[config.mk]
export PLATFORM = sky130hd
export DESIGN_NAME = code_space_region_decoder
export DESIGN_NICKNAME = d
export VERILOG_FILES = /design/src/include/code_space_pkg.sv /design/src/rtl/code_space_region_decoder.sv
export SDC_FILE = /design/constraint.sdc
export NUM_CORES = 1
export LEC_CHECK = 0
export ABC_CLOCK_PERIOD_IN_PS = 2400
export BUFFER_PORTS_ARGS = -buffer_cell sky130_fd_sc_hd__buf_2
export CORE_MARGIN = 2
export CORE_UTILIZATION = 35
export CTS_CLUSTER_SIZE = 30
export DETAILED_ROUTE_END_ITERATION = 10
export GPL_ROUTABILITY_DRIVEN = 0
export HOLD_SLACK_MARGIN = 0.12
export SLEW_MARGIN = 20
export SYNTH_ARGS = -nofsm -noshare
export SYNTH_HDL_FRONTEND = slang
export SYNTH_SLANG_ARGS = --single-unit
[constraint.sdc]
create_clock -name clk -period 2.4 [get_ports clk]
set_input_delay 0.12 -clock clk [delete_from_list [all_inputs] [get_ports clk]]
set_output_delay 0.12 -clock clk [all_outputs]
set_load 0.02 [all_outputs]
[src/include/code_space_pkg.sv]
// constants and types for the table-pointer code-space decoder
package code_space_pkg;

    // ------------------------------------------------------------------
    // pointer and data-RAM layout
    // ------------------------------------------------------------------
    localparam int          ADDR_W          = 22;
    localparam int          RAM_ADDR_W      = 12;
    localparam int          UPPER_USED_W    = 6;
    localparam logic [11:0] PTR_UPPER_OFS   = 12'hFF8;
    localparam logic [11:0] PTR_HIGH_OFS    = 12'hFF7;
    localparam logic [11:0] PTR_LOW_OFS     = 12'hFF6;
    localparam logic [7:0]  PTR_BYTE_RESET  = 8'h00;

    // ------------------------------------------------------------------
    // fixed areas outside code memory
    // ------------------------------------------------------------------
    localparam logic [21:0] USER_ID_FIRST   = 22'h200000;
    localparam logic [21:0] USER_ID_LAST    = 22'h200007;
    localparam logic [21:0] CONFIG_FIRST    = 22'h300000;
    localparam logic [21:0] CONFIG_LAST     = 22'h30000D;
    localparam logic [21:0] DEVICE_ID_FIRST = 22'h3FFFFE;
    localparam logic [21:0] DEVICE_ID_LAST  = 22'h3FFFFF;

    // ------------------------------------------------------------------
    // code-space sizes, last byte address of each variant
    // ------------------------------------------------------------------
    localparam logic [21:0] CODE_END_64K    = 22'h00FFFF;
    localparam logic [21:0] CODE_END_48K    = 22'h00BFFF;
    localparam logic [21:0] CODE_END_96K    = 22'h017FFF;
    localparam logic [21:0] CODE_END_80K    = 22'h013FFF;
    localparam logic [21:0] CODE_END_32K    = 22'h007FFF;
    localparam logic [21:0] CODE_END_24K    = 22'h005FFF;
    localparam logic [21:0] CODE_END_16K    = 22'h003FFF;
    localparam logic [21:0] CODE_END_8K     = 22'h001FFF;
    localparam logic [21:0] CODE_END_4K     = 22'h000FFF;

    // block sizes as shift counts: 16K, 8K, 4K bytes
    localparam logic [4:0]  SHIFT_16K       = 5'h0E;
    localparam logic [4:0]  SHIFT_8K        = 5'h0D;
    localparam logic [4:0]  SHIFT_4K        = 5'h0C;

    // boot-area last byte addresses
    localparam logic [21:0] BOOT_END_256W   = 22'h0001FF;
    localparam logic [21:0] BOOT_END_512W   = 22'h0003FF;
    localparam logic [21:0] BOOT_END_1KW    = 22'h0007FF;
    localparam logic [21:0] BOOT_END_2KW    = 22'h000FFF;

    // ------------------------------------------------------------------
    // serial command framing
    // ------------------------------------------------------------------
    localparam int          CMD_W           = 4;
    localparam int          OPERAND_W       = 16;
    localparam int          FRAME_W         = 20;
    localparam logic [4:0]  FRAME_LAST_BIT  = 5'h13;
    localparam logic [3:0]  CMD_CORE_INSTR  = 4'h0;

    // ------------------------------------------------------------------
    // types
    // ------------------------------------------------------------------
    typedef enum logic [3:0] {
        VAR_64K, VAR_48K, VAR_96K, VAR_80K, VAR_32K_8K, VAR_24K,
        VAR_16K_8K, VAR_16K_16K, VAR_32K_16K, VAR_4K, VAR_8K
    } variant_t;

    typedef enum logic [5:0] {
        REG_BOOT      = 6'h01,
        REG_CODE      = 6'h02,
        REG_USER_ID   = 6'h04,
        REG_CONFIG    = 6'h08,
        REG_DEVICE_ID = 6'h10,
        REG_UNIMPL    = 6'h20
    } region_t;

endpackage : code_space_pkg

[src/rtl/code_space_region_decoder.sv]
// table-pointer registers, region decoder and serial frame receiver
module code_space_region_decoder #(
    parameter code_space_pkg::variant_t VARIANT = code_space_pkg::VAR_64K
) (
    // clock and reset
    input  wire logic                       clk,
    input  wire logic                       arst_n,
    // data RAM access to the pointer bytes
    input  wire logic [11:0]                ramAddr,
    input  wire logic                       ramWrEn,
    input  wire logic [7:0]                 ramWrData,
    output logic      [7:0]                 ramRdData,
    output logic                            ramHit,
    // pointer steps from the table engine
    input  wire logic                       ptrStepInc,
    input  wire logic                       ptrStepDec,
    input  wire logic                       ptrStepByTwo,
    // configuration bits
    input  wire logic [1:0]                 bootAreaSizeField,
    input  wire logic                       lowVoltageProgEnable,
    // programming pins
    input  wire logic                       masterClearProgVoltage,
    input  wire logic                       lowVoltageModeInput,
    input  wire logic                       programmingClock,
    input  wire logic                       programmingData,
    // decode result
    output logic      [21:0]                tableAddr,
    output code_space_pkg::region_t         region,
    output logic      [2:0]                 blockIndex,
    output logic                            protRegionValid,
    output logic                            readBypassProt,
    output logic                            readOnlyArea,
    // low-voltage mode and serial frame result
    output logic                            lowVoltageModeActive,
    output logic                            frameValid,
    output logic      [3:0]                 frameCmd,
    output logic      [15:0]                frameOperand,
    output logic                            coreInstrValid
);

    // ------------------------------------------------------------------
    // variant lookups
    // ------------------------------------------------------------------
    // sizes per variant
    function automatic logic [21:0] codeEnd(
        input code_space_pkg::variant_t v);
        case (v)
            code_space_pkg::VAR_64K:     codeEnd = code_space_pkg::CODE_END_64K;
            code_space_pkg::VAR_48K:     codeEnd = code_space_pkg::CODE_END_48K;
            code_space_pkg::VAR_96K:     codeEnd = code_space_pkg::CODE_END_96K;
            code_space_pkg::VAR_80K:     codeEnd = code_space_pkg::CODE_END_80K;
            code_space_pkg::VAR_32K_8K,
            code_space_pkg::VAR_32K_16K: codeEnd = code_space_pkg::CODE_END_32K;
            code_space_pkg::VAR_24K:     codeEnd = code_space_pkg::CODE_END_24K;
            code_space_pkg::VAR_16K_8K,
            code_space_pkg::VAR_16K_16K: codeEnd = code_space_pkg::CODE_END_16K;
            code_space_pkg::VAR_8K:      codeEnd = code_space_pkg::CODE_END_8K;
            code_space_pkg::VAR_4K:      codeEnd = code_space_pkg::CODE_END_4K;
            default:                     codeEnd = code_space_pkg::CODE_END_4K;
        endcase
    endfunction : codeEnd

    function automatic logic [4:0] blockShift(
        input code_space_pkg::variant_t v);
        case (v)
            code_space_pkg::VAR_32K_8K,
            code_space_pkg::VAR_24K,
            code_space_pkg::VAR_16K_8K:  blockShift = code_space_pkg::SHIFT_8K;
            code_space_pkg::VAR_4K,
            code_space_pkg::VAR_8K:      blockShift = code_space_pkg::SHIFT_4K;
            default:                     blockShift = code_space_pkg::SHIFT_16K;
        endcase
    endfunction : blockShift

    // boot-area last byte for a variant and size field
    function automatic logic [21:0] bootEnd(
        input code_space_pkg::variant_t v,
        input logic [1:0]               f);
        case (v)
            code_space_pkg::VAR_32K_8K,
            code_space_pkg::VAR_24K:    bootEnd = code_space_pkg::BOOT_END_1KW;
            code_space_pkg::VAR_16K_8K: bootEnd = code_space_pkg::BOOT_END_512W;
            code_space_pkg::VAR_4K,
            code_space_pkg::VAR_8K: begin
                case (f)
                    2'h0:    bootEnd = code_space_pkg::BOOT_END_256W;
                    2'h1:    bootEnd = code_space_pkg::BOOT_END_512W;
                    default: bootEnd = code_space_pkg::BOOT_END_1KW;
                endcase
            end
            // single bit selects 1K or 2K words
            default: bootEnd = f[0] ? code_space_pkg::BOOT_END_2KW
                                    : code_space_pkg::BOOT_END_1KW;
        endcase
    endfunction : bootEnd

    function automatic logic inRange(
        input logic [21:0] a,
        input logic [21:0] lo,
        input logic [21:0] hi);
        inRange = (a >= lo) && (a <= hi);
    endfunction : inRange

    // ------------------------------------------------------------------
    // table pointer bytes
    // ------------------------------------------------------------------
    logic [5:0]  ptrUpper;
    logic [7:0]  ptrHigh;
    logic [7:0]  ptrLow;
    logic        wrUpper;
    logic        wrHigh;
    logic        wrLow;
    logic [21:0] stepAmount;
    logic [21:0] next_ptr;

    // data RAM decode of the three bytes
    assign wrUpper = ramWrEn && (ramAddr == code_space_pkg::PTR_UPPER_OFS);
    assign wrHigh  = ramWrEn && (ramAddr == code_space_pkg::PTR_HIGH_OFS);
    assign wrLow   = ramWrEn && (ramAddr == code_space_pkg::PTR_LOW_OFS);
    assign ramHit  = (ramAddr == code_space_pkg::PTR_UPPER_OFS)
                  || (ramAddr == code_space_pkg::PTR_HIGH_OFS)
                  || (ramAddr == code_space_pkg::PTR_LOW_OFS);

    // 22-bit address from the three bytes
    assign tableAddr  = {ptrUpper, ptrHigh, ptrLow};
    assign stepAmount = ptrStepByTwo ? 22'h000002 : 22'h000001;

    always_comb begin
        next_ptr = tableAddr;
        if (ptrStepInc) begin
            next_ptr = tableAddr + stepAmount;
        end else if (ptrStepDec) begin
            next_ptr = tableAddr - stepAmount;
        end
    end

    // software writes win over a table-engine step in the written byte only; the other bytes still step
    always_ff @(posedge clk or negedge arst_n) begin
        if (!arst_n) begin
            ptrUpper <= code_space_pkg::PTR_BYTE_RESET[5:0];
            ptrHigh  <= code_space_pkg::PTR_BYTE_RESET;
            ptrLow   <= code_space_pkg::PTR_BYTE_RESET;
        end else begin
            ptrUpper <= wrUpper ? ramWrData[5:0] : next_ptr[21:16];
            ptrHigh  <= wrHigh  ? ramWrData      : next_ptr[15:8];
            ptrLow   <= wrLow   ? ramWrData      : next_ptr[7:0];
        end
    end

    // upper bits 7:6 read as zero
    always_ff @(posedge clk or negedge arst_n) begin
        if (!arst_n) begin
            ramRdData <= 8'h00;
        end else begin
            case (ramAddr)
                code_space_pkg::PTR_UPPER_OFS: ramRdData <= {2'h0, ptrUpper};
                code_space_pkg::PTR_HIGH_OFS:  ramRdData <= ptrHigh;
                code_space_pkg::PTR_LOW_OFS:   ramRdData <= ptrLow;
                default:                       ramRdData <= 8'h00;
            endcase
        end
    end

    // ------------------------------------------------------------------
    // region decode
    // ------------------------------------------------------------------
    logic [21:0] curBootEnd;
    logic [21:0] curCodeEnd;
    logic [21:0] blockRaw;
    code_space_pkg::region_t next_region;

    assign curBootEnd = bootEnd(VARIANT, bootAreaSizeField);
    assign curCodeEnd = codeEnd(VARIANT);
    assign blockRaw   = tableAddr >> blockShift(VARIANT);

    always_comb begin
        next_region = code_space_pkg::REG_UNIMPL;
        if (tableAddr <= curBootEnd) begin
            next_region = code_space_pkg::REG_BOOT;
        // block 0 begins right after boot
        end else if (tableAddr <= curCodeEnd) begin
            next_region = code_space_pkg::REG_CODE;
        end else if (inRange(tableAddr, code_space_pkg::USER_ID_FIRST,
                             code_space_pkg::USER_ID_LAST)) begin
            next_region = code_space_pkg::REG_USER_ID;
        end else if (inRange(tableAddr, code_space_pkg::CONFIG_FIRST,
                             code_space_pkg::CONFIG_LAST)) begin
            next_region = code_space_pkg::REG_CONFIG;
        end else if (inRange(tableAddr, code_space_pkg::DEVICE_ID_FIRST,
                             code_space_pkg::DEVICE_ID_LAST)) begin
            next_region = code_space_pkg::REG_DEVICE_ID;
        end
    end

    always_ff @(posedge clk or negedge arst_n) begin
        if (!arst_n) begin
            region          <= code_space_pkg::REG_BOOT;
            blockIndex      <= 3'h0;
            protRegionValid <= 1'b1;
            readBypassProt  <= 1'b0;
            readOnlyArea    <= 1'b0;
        end else begin
            region          <= next_region;
            blockIndex      <= (next_region == code_space_pkg::REG_CODE)
                             ? blockRaw[2:0] : 3'h0;
            // protection applies per boot or block
            protRegionValid <= (next_region == code_space_pkg::REG_BOOT)
                            || (next_region == code_space_pkg::REG_CODE);
            readBypassProt  <= (next_region == code_space_pkg::REG_USER_ID)
                            || (next_region == code_space_pkg::REG_CONFIG)
                            || (next_region == code_space_pkg::REG_DEVICE_ID);
            readOnlyArea    <= (next_region == code_space_pkg::REG_DEVICE_ID);
        end
    end

    // ------------------------------------------------------------------
    // pin synchronisers
    // ------------------------------------------------------------------
    logic [1:0] syncPgc;
    logic [1:0] syncPgd;
    logic [1:0] syncVpp;
    logic [1:0] syncPgm;
    logic       pgcDelayed;
    logic       pgcFall;
    logic       progActive;

    always_ff @(posedge clk or negedge arst_n) begin
        if (!arst_n) begin
            syncPgc    <= 2'h0;
            syncPgd    <= 2'h0;
            syncVpp    <= 2'h0;
            syncPgm    <= 2'h0;
            pgcDelayed <= 1'b0;
        end else begin
            syncPgc    <= {syncPgc[0], programmingClock};
            syncPgd    <= {syncPgd[0], programmingData};
            syncVpp    <= {syncVpp[0], masterClearProgVoltage};
            syncPgm    <= {syncPgm[0], lowVoltageModeInput};
            pgcDelayed <= syncPgc[1];
        end
    end

    assign pgcFall    = pgcDelayed && !syncPgc[1];
    assign progActive = syncVpp[1];

    // mode pin honoured only with enable bit set
    always_ff @(posedge clk or negedge arst_n) begin
        if (!arst_n) begin
            lowVoltageModeActive <= 1'b0;
        end else begin
            lowVoltageModeActive <= lowVoltageProgEnable && syncPgm[1];
        end
    end

    // ------------------------------------------------------------------
    // serial frame receiver
    // ------------------------------------------------------------------
    logic [4:0]  bitCount;
    logic [19:0] shiftReg;
    logic [19:0] shifted;

    assign shifted = {syncPgd[1], shiftReg[19:1]};

    // falling-edge latch, LSb first, 4 + 16 bits
    always_ff @(posedge clk or negedge arst_n) begin
        if (!arst_n) begin
            bitCount <= 5'h00;
            shiftReg <= 20'h00000;
        end else if (!progActive) begin
            bitCount <= 5'h00;
        end else if (pgcFall) begin
            shiftReg <= shifted;
            bitCount <= (bitCount == code_space_pkg::FRAME_LAST_BIT)
                      ? 5'h00 : bitCount + 5'h01;
        end
    end

    always_ff @(posedge clk or negedge arst_n) begin
        if (!arst_n) begin
            frameValid     <= 1'b0;
            frameCmd       <= 4'h0;
            frameOperand   <= 16'h0000;
            coreInstrValid <= 1'b0;
        end else begin
            frameValid     <= 1'b0;
            coreInstrValid <= 1'b0;
            if (progActive && pgcFall
                && bitCount == code_space_pkg::FRAME_LAST_BIT) begin
                frameValid     <= 1'b1;
                frameCmd       <= shifted[3:0];
                frameOperand   <= shifted[19:4];
                // command 0 frames pulse coreInstrValid for one cycle
                coreInstrValid <= (shifted[3:0]
                                   == code_space_pkg::CMD_CORE_INSTR);
            end
        end
    end
endmodule : code_space_region_decoder
# Yosys cells after proc, flatten, opt, wreduce, memory -nomap -nowiden
# Index checks and enable logic that the tools add are counted.
# op_classes
magnitude_cmp,8
add_sub_neg,3
n_mux,19
n_reduce_logical,21
n_eq_ne,10
# op_table
operator,count
$ge A22 B22 Y1 const B,3
$le A22 B22 Y1 const B,3
$mux W22,2
$eq A12 B12 Y1 const B,3
$mux W6,6
$pmux W8 S3,1
$add A22 B2 Y22,1
$le A22 B12 Y1,1
$le A22 B16 Y1 const B,1
$sub A22 B2 Y22,1
$mux W8,2
$mux W5,3
$mux W12,1
$logic_and A1 B1 Y1,10
$reduce_bool A3 Y1,3
$eq A6 B1 Y1 const B,1
$eq A6 B2 Y1 const B,1
$eq A6 B3 Y1 const B,1
$eq A6 B4 Y1 const B,1
$eq A6 B5 Y1 const B,1
$add A5 B1 Y5 const B,1
$eq A5 B5 Y1 const B,1
$logic_or A1 B1 Y1,5
$logic_not A4 Y1,1
6 further kinds,7
# totals
elab_cells,82
reg_bits,99
out_inout_bits,66

# Logic depth before layout (Yosys ltp)
# Gate-level depths: netlist of the first run.
# depth
word_depth,10
depth_mapped,10

# Worst setup path after synthesis of the first run
# No wires, ideal clock.
# synth_path
path_type,flip-flop to flip-flop
from,register ptrLow[0]
to,register ptrUpper[4]
arrival_time_ps,2511
setup_ps,94
stages_incl_launch_ff,10
n_path_buf,0
setup_slack_ps,-205
path_cell_list,dfrtp_1 ha_1 fa_1 a21o_1 a221oi_2 o221ai_2 and2_4 a221oi_2 xor2_1 a211oi_1
# synth_via
elab_chain_cells,4
word_cells_on_any_way,5
# synth_rtl
element,line,source
start: declaration,code_space_region_decoder.sv:109,logic [7:0] ptrLow;
start signal: assignment,code_space_region_decoder.sv:142,ptrLow <= code_space_pkg::PTR_BYTE_RESET;
start signal: assignment,code_space_region_decoder.sv:146,ptrLow <= wrLow ? ramWrData : next_ptr[7:0];
$sub A22 B2 Y22,code_space_region_decoder.sv:133,next_ptr = tableAddr - stepAmount;
$mux W22,code_space_region_decoder.sv:132,end else if (ptrStepDec) begin
$mux W22 *,code_space_region_decoder.sv:130,if (ptrStepInc) begin
$mux W6 *,code_space_region_decoder.sv:144,ptrUpper <= wrUpper ? ramWrData[5:0] : next_ptr[21:16];
end signal: assignment,code_space_region_decoder.sv:140,ptrUpper <= code_space_pkg::PTR_BYTE_RESET[5:0];
end signal: assignment,code_space_region_decoder.sv:144,
end: declaration,code_space_region_decoder.sv:107,logic [5:0] ptrUpper;
# Mark *: on every way between the ends. The rest lies on a longest branch, timed or not. The select of a mux whose other input is x is not followed.
# A chain may end at the register's enable or synchronous reset.

# Worst setup path after layout of the first run
# layout_path
from,register ptrLow[0]
to,register ptrUpper[2]
# Same word-level chain as after synthesis.

==> results of run 1 <==
[worst reg2reg max path, stage by stage (launching register included)]
cell and delay [ns]:
dfrtp_2 0.42, ha_4 0.17, fa_2 0.34, a21o_1 0.20, a221oi_4 0.32, o221ai_4 0.17, and2_4 0.22, a211oi_4 0.20
xor2_1 0.22, a211oi_2 0.10
[area by class of cell]
type | instances | area share
clock buffers | 12 | 0.0387
clock inverters | 4 | 0.00509
inverters | 9 | 0.00509
multi-input cells | 396 | 0.389
flip-flops and latches | 98 | 0.370
well taps | 180 | 0.0340
repair buffers | 165 | 0.158
[worst paths after layout]
kind / endpoint / cells past startpoint / startpoint
worst min-delay path: ptrLow[2]$_DFFE_PN0P_ / 5 / ramWrEn
worst max-delay path: ptrUpper[2]$_DFFE_PN0P_ / 9 / ptrLow[0]$_DFFE_PN0P_
worst max register to register: ptrUpper[2]$_DFFE_PN0P_ / 9 / ptrLow[0]$_DFFE_PN0P_
max in group asynchronous: ptrLow[0]$_DFFE_PN0P_ / 3 / arst_n
worst min register to register: syncPgm[1]$_DFF_PN0_ / 0 / syncPgm[0]$_DFF_PN0_
min in group asynchronous: frameOperand[5]$_DFFE_PN0P_ / 2 / arst_n
[sequential cells by signal, indices dropped and copies added, names as in the netlist, 3 cells and up]
signal / count
bitCount: 5
ptrLow: 8
ramRdData: 8
ptrHigh: 8
frameCmd: 4
shiftReg: 19
region: 6
blockIndex: 3
frameOperand: 16
ptrUpper: 6
[kinds of logic (layout without fill, tap and decap cells)]
kind of cell | after synthesis | in the layout
buf+inv | 22 | 190
other cells | 1 | 1
flops | 98 | 98
xor+xnor | 17 | 17
mux | 30 | 30
fa+ha+maj | 24 | 24
compound gates | 103 | 103
simple gates | 221 | 221
[timing repair]
action | 4_1_cts | 5_1_grt
resized for setup | 4 | 11
hold buffers | 14 | 0
cloned | 0 | 0
endpoints found under the setup margin | 5 | 10
pin swaps | 9 | 8
buffers inserted | 2 | 3
hold endpoints to repair | 66 | 0
[power breakdown]
group	internal [mW]	switching, mW	leakage (nW)
clock	0.772	0.642	0.145
sequential	1.93	0.242	1.27
combinational	1.71	2.11	1.95
total	4.42	3.00	3.36
[per-stage QoR]
step	hold slack, ns	total power [mW]
after detailed placement	0.168	5.71
after CTS	0.239	7.26
after global routing	0.280	7.89
after floorplan	-0.176	4.31
final	0.258	7.41
after global placement	0.162	5.61
[cells in the mapped netlist, types with 7 or more instances]
cell,n
a21o_1,10
a21oi_1,34
a31oi_1,9
clkbuf_1,12
dfrtp_1,96
ha_1,23
inv_1,9
mux2_2,20
mux2i_1,10
nand2_1,108
nand3_1,15
nand4_1,7
nor2_1,39
nor2b_1,7
nor3_1,12
o21ai_0,23
xnor2_1,9
xor2_1,8
[per-layer routing]
| layer | global-route usage | share of wire | vias up |
|---|---|---|---|
| met4 | 0.0639 | 0.015 | 0 |
| met3 | 0.0394 | 0.061 | 18 |
| li1 | - | - | 2158 |
| met2 | 0.335 | 0.50 | 163 |
| met1 | 0.241 | 0.42 | 2188 |
| met5 | 0 | 0 | - |
==> metrics.csv, run 1 <==
stage;metric;value;unit
status;status;finished, violations left;
status;failing checks;setup timing;
logic_synthesis;cell taking the most area after synthesis;dfrtp_1;
global_route;largest net degree at the start of global routing;53;
logic_synthesis;fraction of registers with async set/reset;1.00;
floorplan;die area;15300;sq um
floorplan;I/O Pins;99;
logic_synthesis;Synth Area in Compound Gates;0.131;
power_and_ir_drop;Peak VDD IR;706;uV
logic_synthesis;predominant post-synthesis flop cell;dfrtp_1;
timing;worst clock skew;0.00967;ns
setup_path;critical path cell sequence;ha_4 -> fa_2 -> a21o_1 -> a221oi_4 -> o221ai_4 -> and2_4 -> a211oi_4 -> xor2_1 -> a211oi_2;
setup_path;CP required;2.61;ns
logic_synthesis;largest cells by area after synthesis;dfrtp_1 48%, nand2_1 8.1%, ha_1 5.7%;
timing;Slew @ Worst Pin;0.648;ns
setup_path;reg2reg setup slack;-0.09;ns
finish;Util after Layout;0.476;
finish;post-route cell area;6630;sq um
setup_path;Crit Path Class;reg2reg;
floorplan;Die Y;124;microns
logic_synthesis;top-area cell type share of the netlist area;0.479;
drt;Vias;4527;
placed_design;Post-DP Area;6090;sq um
timing;Slew Limit Fails;0;
setup_path;Worst path max stage delay;0.42;ns
drt;Final ANT Viol Nets;0;
logic_synthesis;Seq cells post-synth;98;
setup_path;Crit path arrival time;2.70;ns
logic_synthesis;largest family of logic cells by synthesized area;simple AND/OR/NAND/NOR gates;
clock_network;CTS tree;yes;
power_and_ir_drop;Pwr Density;1120;nW/um^2
floorplan;chip width;124;microns
global_route;initial antenna violation count;0;
placed_design;Port Buf Inserts;97;
setup_path;CP max stage cell;dfrtp_2;
finish;NumNets Final;736;
logic_synthesis;Cells after Synth;516;
global_route;number of global-route vias before repair;4504;
logic_synthesis;synthesized area;5010;sq um
logic_synthesis;Post-Syn Nets;573;
global_route;gr usage total;0.194;
drt;total wire length;14.4;mm
clock_network;Worst-path clk slew;0.07;ns
clock_network;CTS Root Cell;clkbuf_16;
power_and_ir_drop;Leak Pwr;3.36;nW
timing;count of final setup violators;3;
logic_synthesis;fraction of synthesized area in multiplexers;0.0649;
logic_synthesis;sequential area share after synthesis;0.490;
timing;post-route minimum period;2.49;ns
finish;Area Growth Syn to Fin;32.3;%
logic_synthesis;xor and xnor area share after synthesis;0.0297;
global_route;global route overflow;0;
finish;most common cell after layout, fill and taps aside;nand2_1;
floorplan;initial core utilization;0.360;
hold_path;Hold Path Class;in2reg;
placed_design;HPWL after detailed placement;10.6;mm
finish;Ant. Diodes;0;
timing;setup_tns;-0.172;ns
finish;final cell count without fillers;864;
logic_synthesis;EDFF count, synth;0;
drt;DRC Markers;0;
setup_path;CP startpoint kind;flip-flop;
logic_synthesis;Unique masters post-synth;54;
setup_path;top fanout value on the critical path;4;
drt;per-cell routed wire length;16.7;microns
timing;min setup slack post-route;-0.0928;ns
setup_path;cell family with most CP delay;compound AO/OA/AOI/OAI gates;
logic_synthesis;share of synthesized cell area in full adder, half adder and majority cells;0.0614;
drt;vias per cell;5.24;
drt;initial DRC count;224;
finish;multi-input logic area;2580;sq um
setup_path;Setup crit end kind;flip-flop;
logic_synthesis;synthesized area per cell;9.71;sq um
logic_synthesis;simple-gate portion of the synthesized area;0.205;
timing;Tcrit/Tclk final;1.04;
setup_path;CP Buf/Inv Count;0;
placed_design;Place WS;-0.0993;ns
finish;fillers;1328;
timing;FMAX;401;MHz
clock_network;clk sinks;98;
floorplan;Core Region;13900;sq um
drt;TritonRoute pass-1 iters;5;
finish;commonest cells after routing, fill and taps aside;108 x nand2_1, 96 x buf_2, 95 x dfrtp_1;
clock_network;Max clock buf depth;2;
timing;Final Hold Fails;0;
clock_network;H-tree levels;3;
clock_network;worst-skew pair later-pin latency;0.35;ns
finish;share of cells above drive strength 1;0.310;
timing;worst slew margin relative to its limit;0.567;
clock_network;total clock buffers created by CTS;9;
flow_run;max-cap violations;0;
timing;RSZ-0062 raised after global routing;yes;
placed_design;Inst Count DP;830;
finish;storage element area;2460;sq um
global_route;first-pass GRT wire length;22.4;mm
logic_synthesis;Synth warnings;0;
floorplan;# rows;43;
No activity file was read; power rests on OpenSTA's default activity.
==> run 2: changes to the inputs <==
Settings changed: ABC_AREA set to 1.
==> run 2 against run 1 <==
The flow now finishes without violations. Area after synthesis increased by 11%. Via count increased by 14%. Worst setup slack improved by 0.41 ns. Sequential cell count unchanged. Critical path depth increased by 1. Core utilization decreased by 3.7 points. Clock skew increased by 0.0036 ns. Combinational power decreased by 5.5%. Critical endpoint is now ptrUpper[0]$_DFFE_PN0P_. Largest cell class unchanged. Highest routed layer unchanged.
==> metrics.csv, run 2 <==
stage;metric;value;unit
finish;biggest regs;shiftReg (19), frameOperand (16);
clock_network;Worst-path clk slew;0.07;ns
logic_synthesis;Seq cells post-synth;98;
drt;DRC Markers;0;
logic_synthesis;predominant post-synthesis flop cell;dfrtp_1;
drt;Final ANT Viol Nets;0;
finish;share of cells above drive strength 1;0.189;
clock_network;worst-skew pair later-pin latency;0.35;ns
timing;Slew @ Worst Pin;0.565;ns
setup_path;r2r endpoint;ptrUpper[0]$_DFFE_PN0P_;
finish;max reg flops;19;
finish;final cell count without fillers;1100;
setup_path;CP max stage cell;fa_1;
timing;RSZ-0062 raised after global routing;no;
drt;initial DRC count;303;
clock_network;CTS Root Cell;clkbuf_16;
setup_path;Crit Path Class;reg2reg;
setup_path;Crit path arrival time;2.32;ns
placed_design;Port Buf Inserts;97;
timing;setup_tns;0;ns
timing;worst clock skew;0.0133;ns
setup_path;CP endpoint;ptrUpper[0]$_DFFE_PN0P_;
clock_network;# Post-CTS Setup Buffers;0;
finish;most flop-heavy register;shiftReg;
logic_synthesis;top-area cell type share of the netlist area;0.431;
setup_path;CP required;2.64;ns
global_route;number of global-route vias before repair;4833;
global_route;first-pass GRT wire length;24.4;mm
setup_path;beginning of the critical path;ptrLow[0]$_DFFE_PN0P_;
timing;Tcrit/Tclk final;0.868;
hold_path;Hold Path Class;in2reg;
setup_path;CP startpoint kind;flip-flop;
finish;Ant. Diodes;0;
drt;Vias;5140;
clock_network;total clock buffers created by CTS;9;
status;status;completed;
placed_design;Inst Count DP;1071;
timing;count of final setup violators;0;
floorplan;# rows;46;
drt;total wire length;15.3;mm
setup_path;top fanout value on the critical path;4;
logic_synthesis;Cells after Synth;745;
logic_synthesis;largest cells by area after synthesis;dfrtp_1 43%, nand2_1 16%, inv_1 7.9%;
power_and_ir_drop;Pwr Density;1050;nW/um^2
logic_synthesis;EDFF count, synth;0;
drt;per-cell routed wire length;13.9;microns
placed_design;Place WS;0.309;ns
clock_network;Max clock buf depth;2;
power_and_ir_drop;Tot Pwr;7.24;mW
timing;worst slew margin relative to its limit;0.623;
setup_path;Worst path max stage delay;0.45;ns
floorplan;initial core utilization;0.354;
logic_synthesis;Synth warnings;0;
drt;vias per cell;4.67;
logic_synthesis;Synth top cells by count;240 x nand2_1, 117 x inv_1, 96 x dfrtp_1;
finish;most common cell after layout, fill and taps aside;nand2_1;
finish;commonest cells after routing, fill and taps aside;240 x nand2_1, 117 x inv_1, 96 x dfrtp_1, 96 x buf_2, 54 x nand3_1;
logic_synthesis;cell taking the most area after synthesis;dfrtp_1;
floorplan;Die Y;130;microns
timing;WHS;0.140;ns
clock_network;clk sinks;98;
setup_path;Critical R2R Launch;ptrLow[0]$_DFFE_PN0P_;
logic_synthesis;Unique masters post-synth;42;
finish;Area Growth Syn to Fin;24.0;%
floorplan;I/O Pins;99;
global_route;global route overflow;0;
logic_synthesis;most frequent cell after synthesis;nand2_1;
timing;min setup slack post-route;0.316;ns
floorplan;die area;16900;sq um
logic_synthesis;synthesized area per cell;7.47;sq um
setup_path;reg2reg setup slack;0.32;ns
logic_synthesis;fraction of registers with async set/reset;1.00;
timing;post-route minimum period;2.08;ns
logic_synthesis;Post-Syn Nets;802;
timing;Final Hold Fails;0;
global_route;largest net degree at the start of global routing;59;
logic_synthesis;sequential area share after synthesis;0.441;
timing;Slew Limit Fails;0;
power_and_ir_drop;Leak Pwr;3.71;nW
setup_path;Setup crit end kind;flip-flop;
setup_path;R2R cell count;10;
global_route;gr usage total;0.187;
clock_network;H-tree levels;3;
timing;FMAX;480;MHz
power_and_ir_drop;Peak VDD IR;530;uV
flow_run;max-cap violations;0;
global_route;initial antenna violation count;0;
drt;TritonRoute pass-1 iters;5;
finish;NumNets Final;936;
logic_synthesis;synthesized area;5570;sq um
setup_path;crit-path most repeated cell;nand3_1;
floorplan;Core Region;15700;sq um
placed_design;HPWL after detailed placement;12.0;mm
clock_network;CTS tree;yes;
setup_path;critical path cell sequence;ha_1 -> fa_1 -> nand3_1 -> nand3_1 -> nand2_1 -> nand3_1 -> nand2_1 -> nand3b_1 -> nand3_1 -> nand2_1;
floorplan;chip width;130;microns
## run 2: worst min path at each step
stage | start | to | slack (ns) | depth (start not counted)
CTS | ramWrData[7] | ptrHigh[7]$_DFFE_PN0P_ | 0.12 | 5
global route | ramWrData[7] | ptrHigh[7]$_DFFE_PN0P_ | 0.14 | 5
detailed placement | arst_n | readOnlyArea$_DFF_PN0_ | 0.16 | 1
global placement | arst_n | readOnlyArea$_DFF_PN0_ | 0.15 | 1
finish | ramWrData[7] | ptrLow[7]$_DFFE_PN0P_ | 0.14 | 3
floorplan | arst_n | bitCount[0]$_DFFE_PN0P_ | -0.18 | 0
## run 2: cell families (layout without fill, tap and decap cells)
family | count (synthesis) | count (layout) | synth area share
and+or+nand+nor | 388 | 388 | 0.302
buffers and inverters | 138 | 277 | 0.0969
DFF | 98 | 98 | 0.441
AOI/OAI and AO/OA | 85 | 85 | 0.0867
adders and majority gates | 24 | 24 | 0.0553
xor gates and xnor gates | 11 | 11 | 0.0173
other | 1 | 1 | 0.000674
## run 2: critical path: cells and delay by family (launching register included)
family                   cells  cell delay (ns)
adder cells (fa/ha/maj)      2             0.68
flip-flops                   1             0.40
AND/OR/NAND/NOR              8             0.91
## run 2: power breakdown
part	total, mW	internal, mW	switching [mW]
logic	3.61	1.26	2.35
clock network	1.49	0.827	0.664
registers	2.14	1.90	0.241
## run 2: layer usage
layer / GRT usage / up-vias / part of all wire
met3: 0.0258 / 18 / 0.054
met5: 0 / - / 0
li1: - / 2619 / -
met2: 0.294 / 134 / 0.44
met4: 0.0576 / 0 / 0.016
met1: 0.268 / 2369 / 0.49
## run 2: timing repair
action | CTS | global route
hold buffers | 13 | 0
endpoints found under the hold margin | 52 | 0
gates resized for setup | 0 | 0
## run 2: final cells by class
class,count,area [sq um]
Timing Repair Buffer,132,808
Sequential cell,98,2450
Tap cell,216,270
Clock buffer,9,225
Inverter,129,487
Clock inverter,7,85.1
Multi-Input combinational cell,509,2570
Fill cell,1622,8810
## run 2: per-stage QoR
stage           util  area (sq um)
4_1_cts        0.439          6900
6_report       0.439          6900
5_1_grt        0.439          6900
3_5_place_dp   0.411          6460
2_1_floorplan      -          5570
3_3_place_gp   0.411          6460
==> run 3: changes to the inputs <==
Settings changed: PLACE_DENSITY_LB_ADDON set to 0.08.
==> run 3 against run 2 <==
First-iteration DRC count grew 0.66%. Hold slack improved by 0.0056 ns. Cell area is 0.11% lower. Register-to-register slack lost 0.03 ns. Power grew 1.7%. Sequential cell count stayed put. Critical path depth stayed put. Wire length is 6.1% higher. Sequential power grew 2%. Clock skew shrank 0.0011 ns. Fmax is 1.5% lower. Final cell count down 0.18%. Largest cell class unchanged.
==> metrics.csv, run 3 (synthesized netlist as in run 2, its figures left out) <==
stage;metric;value;unit
status;status;completed;
finish;Util after Layout;0.439;
floorplan;# rows;46;
placed_design;Post-DP Area;6460;sq um
timing;Slew Limit Fails;0;
placed_design;HPWL after detailed placement;12.5;mm
clock_network;Max clock buf depth;2;
finish;commonest cells after routing, fill and taps aside;240 x nand2_1, 117 x inv_1, 96 x dfrtp_1, 96 x buf_2, 54 x nand3_1;
finish;Ant. Diodes;0;
drt;TritonRoute pass-1 iters;5;
timing;worst clock skew;0.0122;ns
timing;Tcrit/Tclk final;0.882;
floorplan;die area;16900;sq um
setup_path;Crit path arrival time;2.35;ns
setup_path;top fanout value on the critical path;4;
timing;RSZ-0062 raised after global routing;no;
power_and_ir_drop;Sw Ratio;0.452;
global_route;global route overflow;0;
timing;setup_tns;0;ns
hold_path;hold depth;5;
global_route;first-pass GRT wire length;25.6;mm
clock_network;worst-skew pair later-pin latency;0.35;ns
setup_path;R2R cell count;10;
drt;initial DRC count;305;
finish;max reg flops;19;
timing;Final Hold Fails;0;
finish;share of cells above drive strength 1;0.188;
finish;multi-input logic area;2570;sq um
setup_path;Setup crit end kind;flip-flop;
finish;fillers;1595;
drt;total wire length;16.3;mm
global_route;number of global-route vias before repair;4964;
power_and_ir_drop;Tot Pwr;7.37;mW
setup_path;CP required;2.63;ns
global_route;largest net degree at the start of global routing;99;
power_and_ir_drop;Peak VDD IR;548;uV
timing;post-route minimum period;2.12;ns
finish;final cell count without fillers;1098;
finish;Area Growth Syn to Fin;23.9;%
clock_network;CTS Root Cell;clkbuf_16;
power_and_ir_drop;Pwr Density;1070;nW/um^2
power_and_ir_drop;Gate power share;0.494;
timing;FMAX;473;MHz
clock_network;Post-CTS Resized;0;
drt;DRC Markers;0;
placed_design;Port Buf Inserts;97;
clock_network;CTS tree;yes;
floorplan;Core Region;15700;sq um
finish;post-route cell area;6900;sq um
finish;most common cell after layout, fill and taps aside;nand2_1;
timing;count of final setup violators;0;
hold_path;Hold Path Class;in2reg;
power_and_ir_drop;Leak Pwr;3.71;nW
global_route;gr usage total;0.199;
power_and_ir_drop;P_sw;3.33;mW
setup_path;Crit Path Class;reg2reg;
floorplan;chip width;130;microns
finish;NumNets Final;934;
timing;worst slew margin relative to its limit;0.635;
finish;storage element area;2450;sq um
timing;Slew @ Worst Pin;0.547;ns
drt;Vias;5157;
finish;biggest regs;shiftReg (19), frameOperand (16);
clock_network;H-tree levels;3;
placed_design;Inst Count DP;1070;
setup_path;CP startpoint kind;flip-flop;
finish;most flop-heavy register;shiftReg;
power_and_ir_drop;Int Power;4.04;mW
floorplan;Die Y;130;microns
drt;vias per cell;4.70;
clock_network;clk sinks;98;
clock_network;Worst-path clk slew;0.08;ns
power_and_ir_drop;Sequential Power Share;0.296;
flow_run;max-cap violations;0;
clock_network;total clock buffers created by CTS;9;
drt;Final ANT Viol Nets;0;
drt;per-cell routed wire length;14.8;microns
power_and_ir_drop;power share of the clock group;0.210;
global_route;initial antenna violation count;0;
floorplan;I/O Pins;99;
floorplan;initial core utilization;0.354;
-- run 3: final cells by class --
type | count | area share
Clock buffer | 11 | 0.0366
Timing Repair Buffer | 130 | 0.115
Clock inverter | 5 | 0.00980
Multi-Input combinational cell | 509 | 0.373
Tap cell | 216 | 0.0392
Sequential cell | 98 | 0.356
Inverter | 129 | 0.0706
-- run 3: what timing repair did --
item / 4_1_cts / 5_1_grt
hold buffers: 12 / 0
hold endpoints to repair: 108 / 0
setup buffers: 0 / 0
endpoints found under the setup margin: 0 / 0
-- run 3: worst paths after layout --
kind / start / to / slack, ns
max: ptrLow[0]$_DFFE_PN0P_ / ptrUpper[0]$_DFFE_PN0P_ / 0.28
min: ramWrData[3] / ptrHigh[3]$_DFFE_PN0P_ / 0.15
max reg2reg: ptrLow[0]$_DFFE_PN0P_ / ptrUpper[0]$_DFFE_PN0P_ / 0.28
min reg2reg: syncPgd[0]$_DFF_PN0_ / syncPgd[1]$_DFF_PN0_ / 0.35
max in group asynchronous: arst_n / shiftReg[16]$_DFFE_PN0P_ / 1.61
min in group asynchronous: arst_n / readOnlyArea$_DFF_PN0_ / 0.38
-- run 3: per-stage QoR --
| stage | hold WS [ns] | setup WS (ns) |
|---|---|---|
| floorplan | -0.176 | 0.513 |
| global placement | 0.225 | 0.351 |
| detailed placement | 0.233 | 0.315 |
| CTS | 0.127 | 0.292 |
| global route | 0.159 | 0.142 |
| finish | 0.146 | 0.284 |
-- run 3: power groups by stage --
| stage | clock network [mW] | logic, mW | registers [mW] |
|---|---|---|---|
| 4_1_cts | 1.61 | 3.61 | 2.18 |
| 3_5_place_dp | 0 | 3.58 | 2.21 |
| 6_report | 1.55 | 3.64 | 2.18 |
| 3_3_place_gp | 0 | 3.56 | 2.20 |
| 5_1_grt | 1.68 | 4.04 | 2.21 |
| 2_1_floorplan | 0 | 1.96 | 2.44 |
-- run 3: metal layers --
layer | share of wire | routed length [microns] | track usage | vias up
met1 | 0.48 | 7810 | 0.278 | 2373
met4 | 0.021 | 347 | 0.0601 | 0
li1 | - | - | - | 2612
met3 | 0.059 | 960 | 0.0488 | 23
met2 | 0.44 | 7150 | 0.306 | 149
met5 | 0 | 0 | 0 | -
-- run 3: critical path: stages, from the launching register on --
cell and delay [ns]:
dfrtp_1 0.41, ha_1 0.23, fa_1 0.46, nand3_1 0.10, nand3_1 0.16, nand2_1 0.10
nand3_1 0.14, nand2_1 0.14, nand3b_1 0.08, nand3_1 0.12, nand2_1 0.06
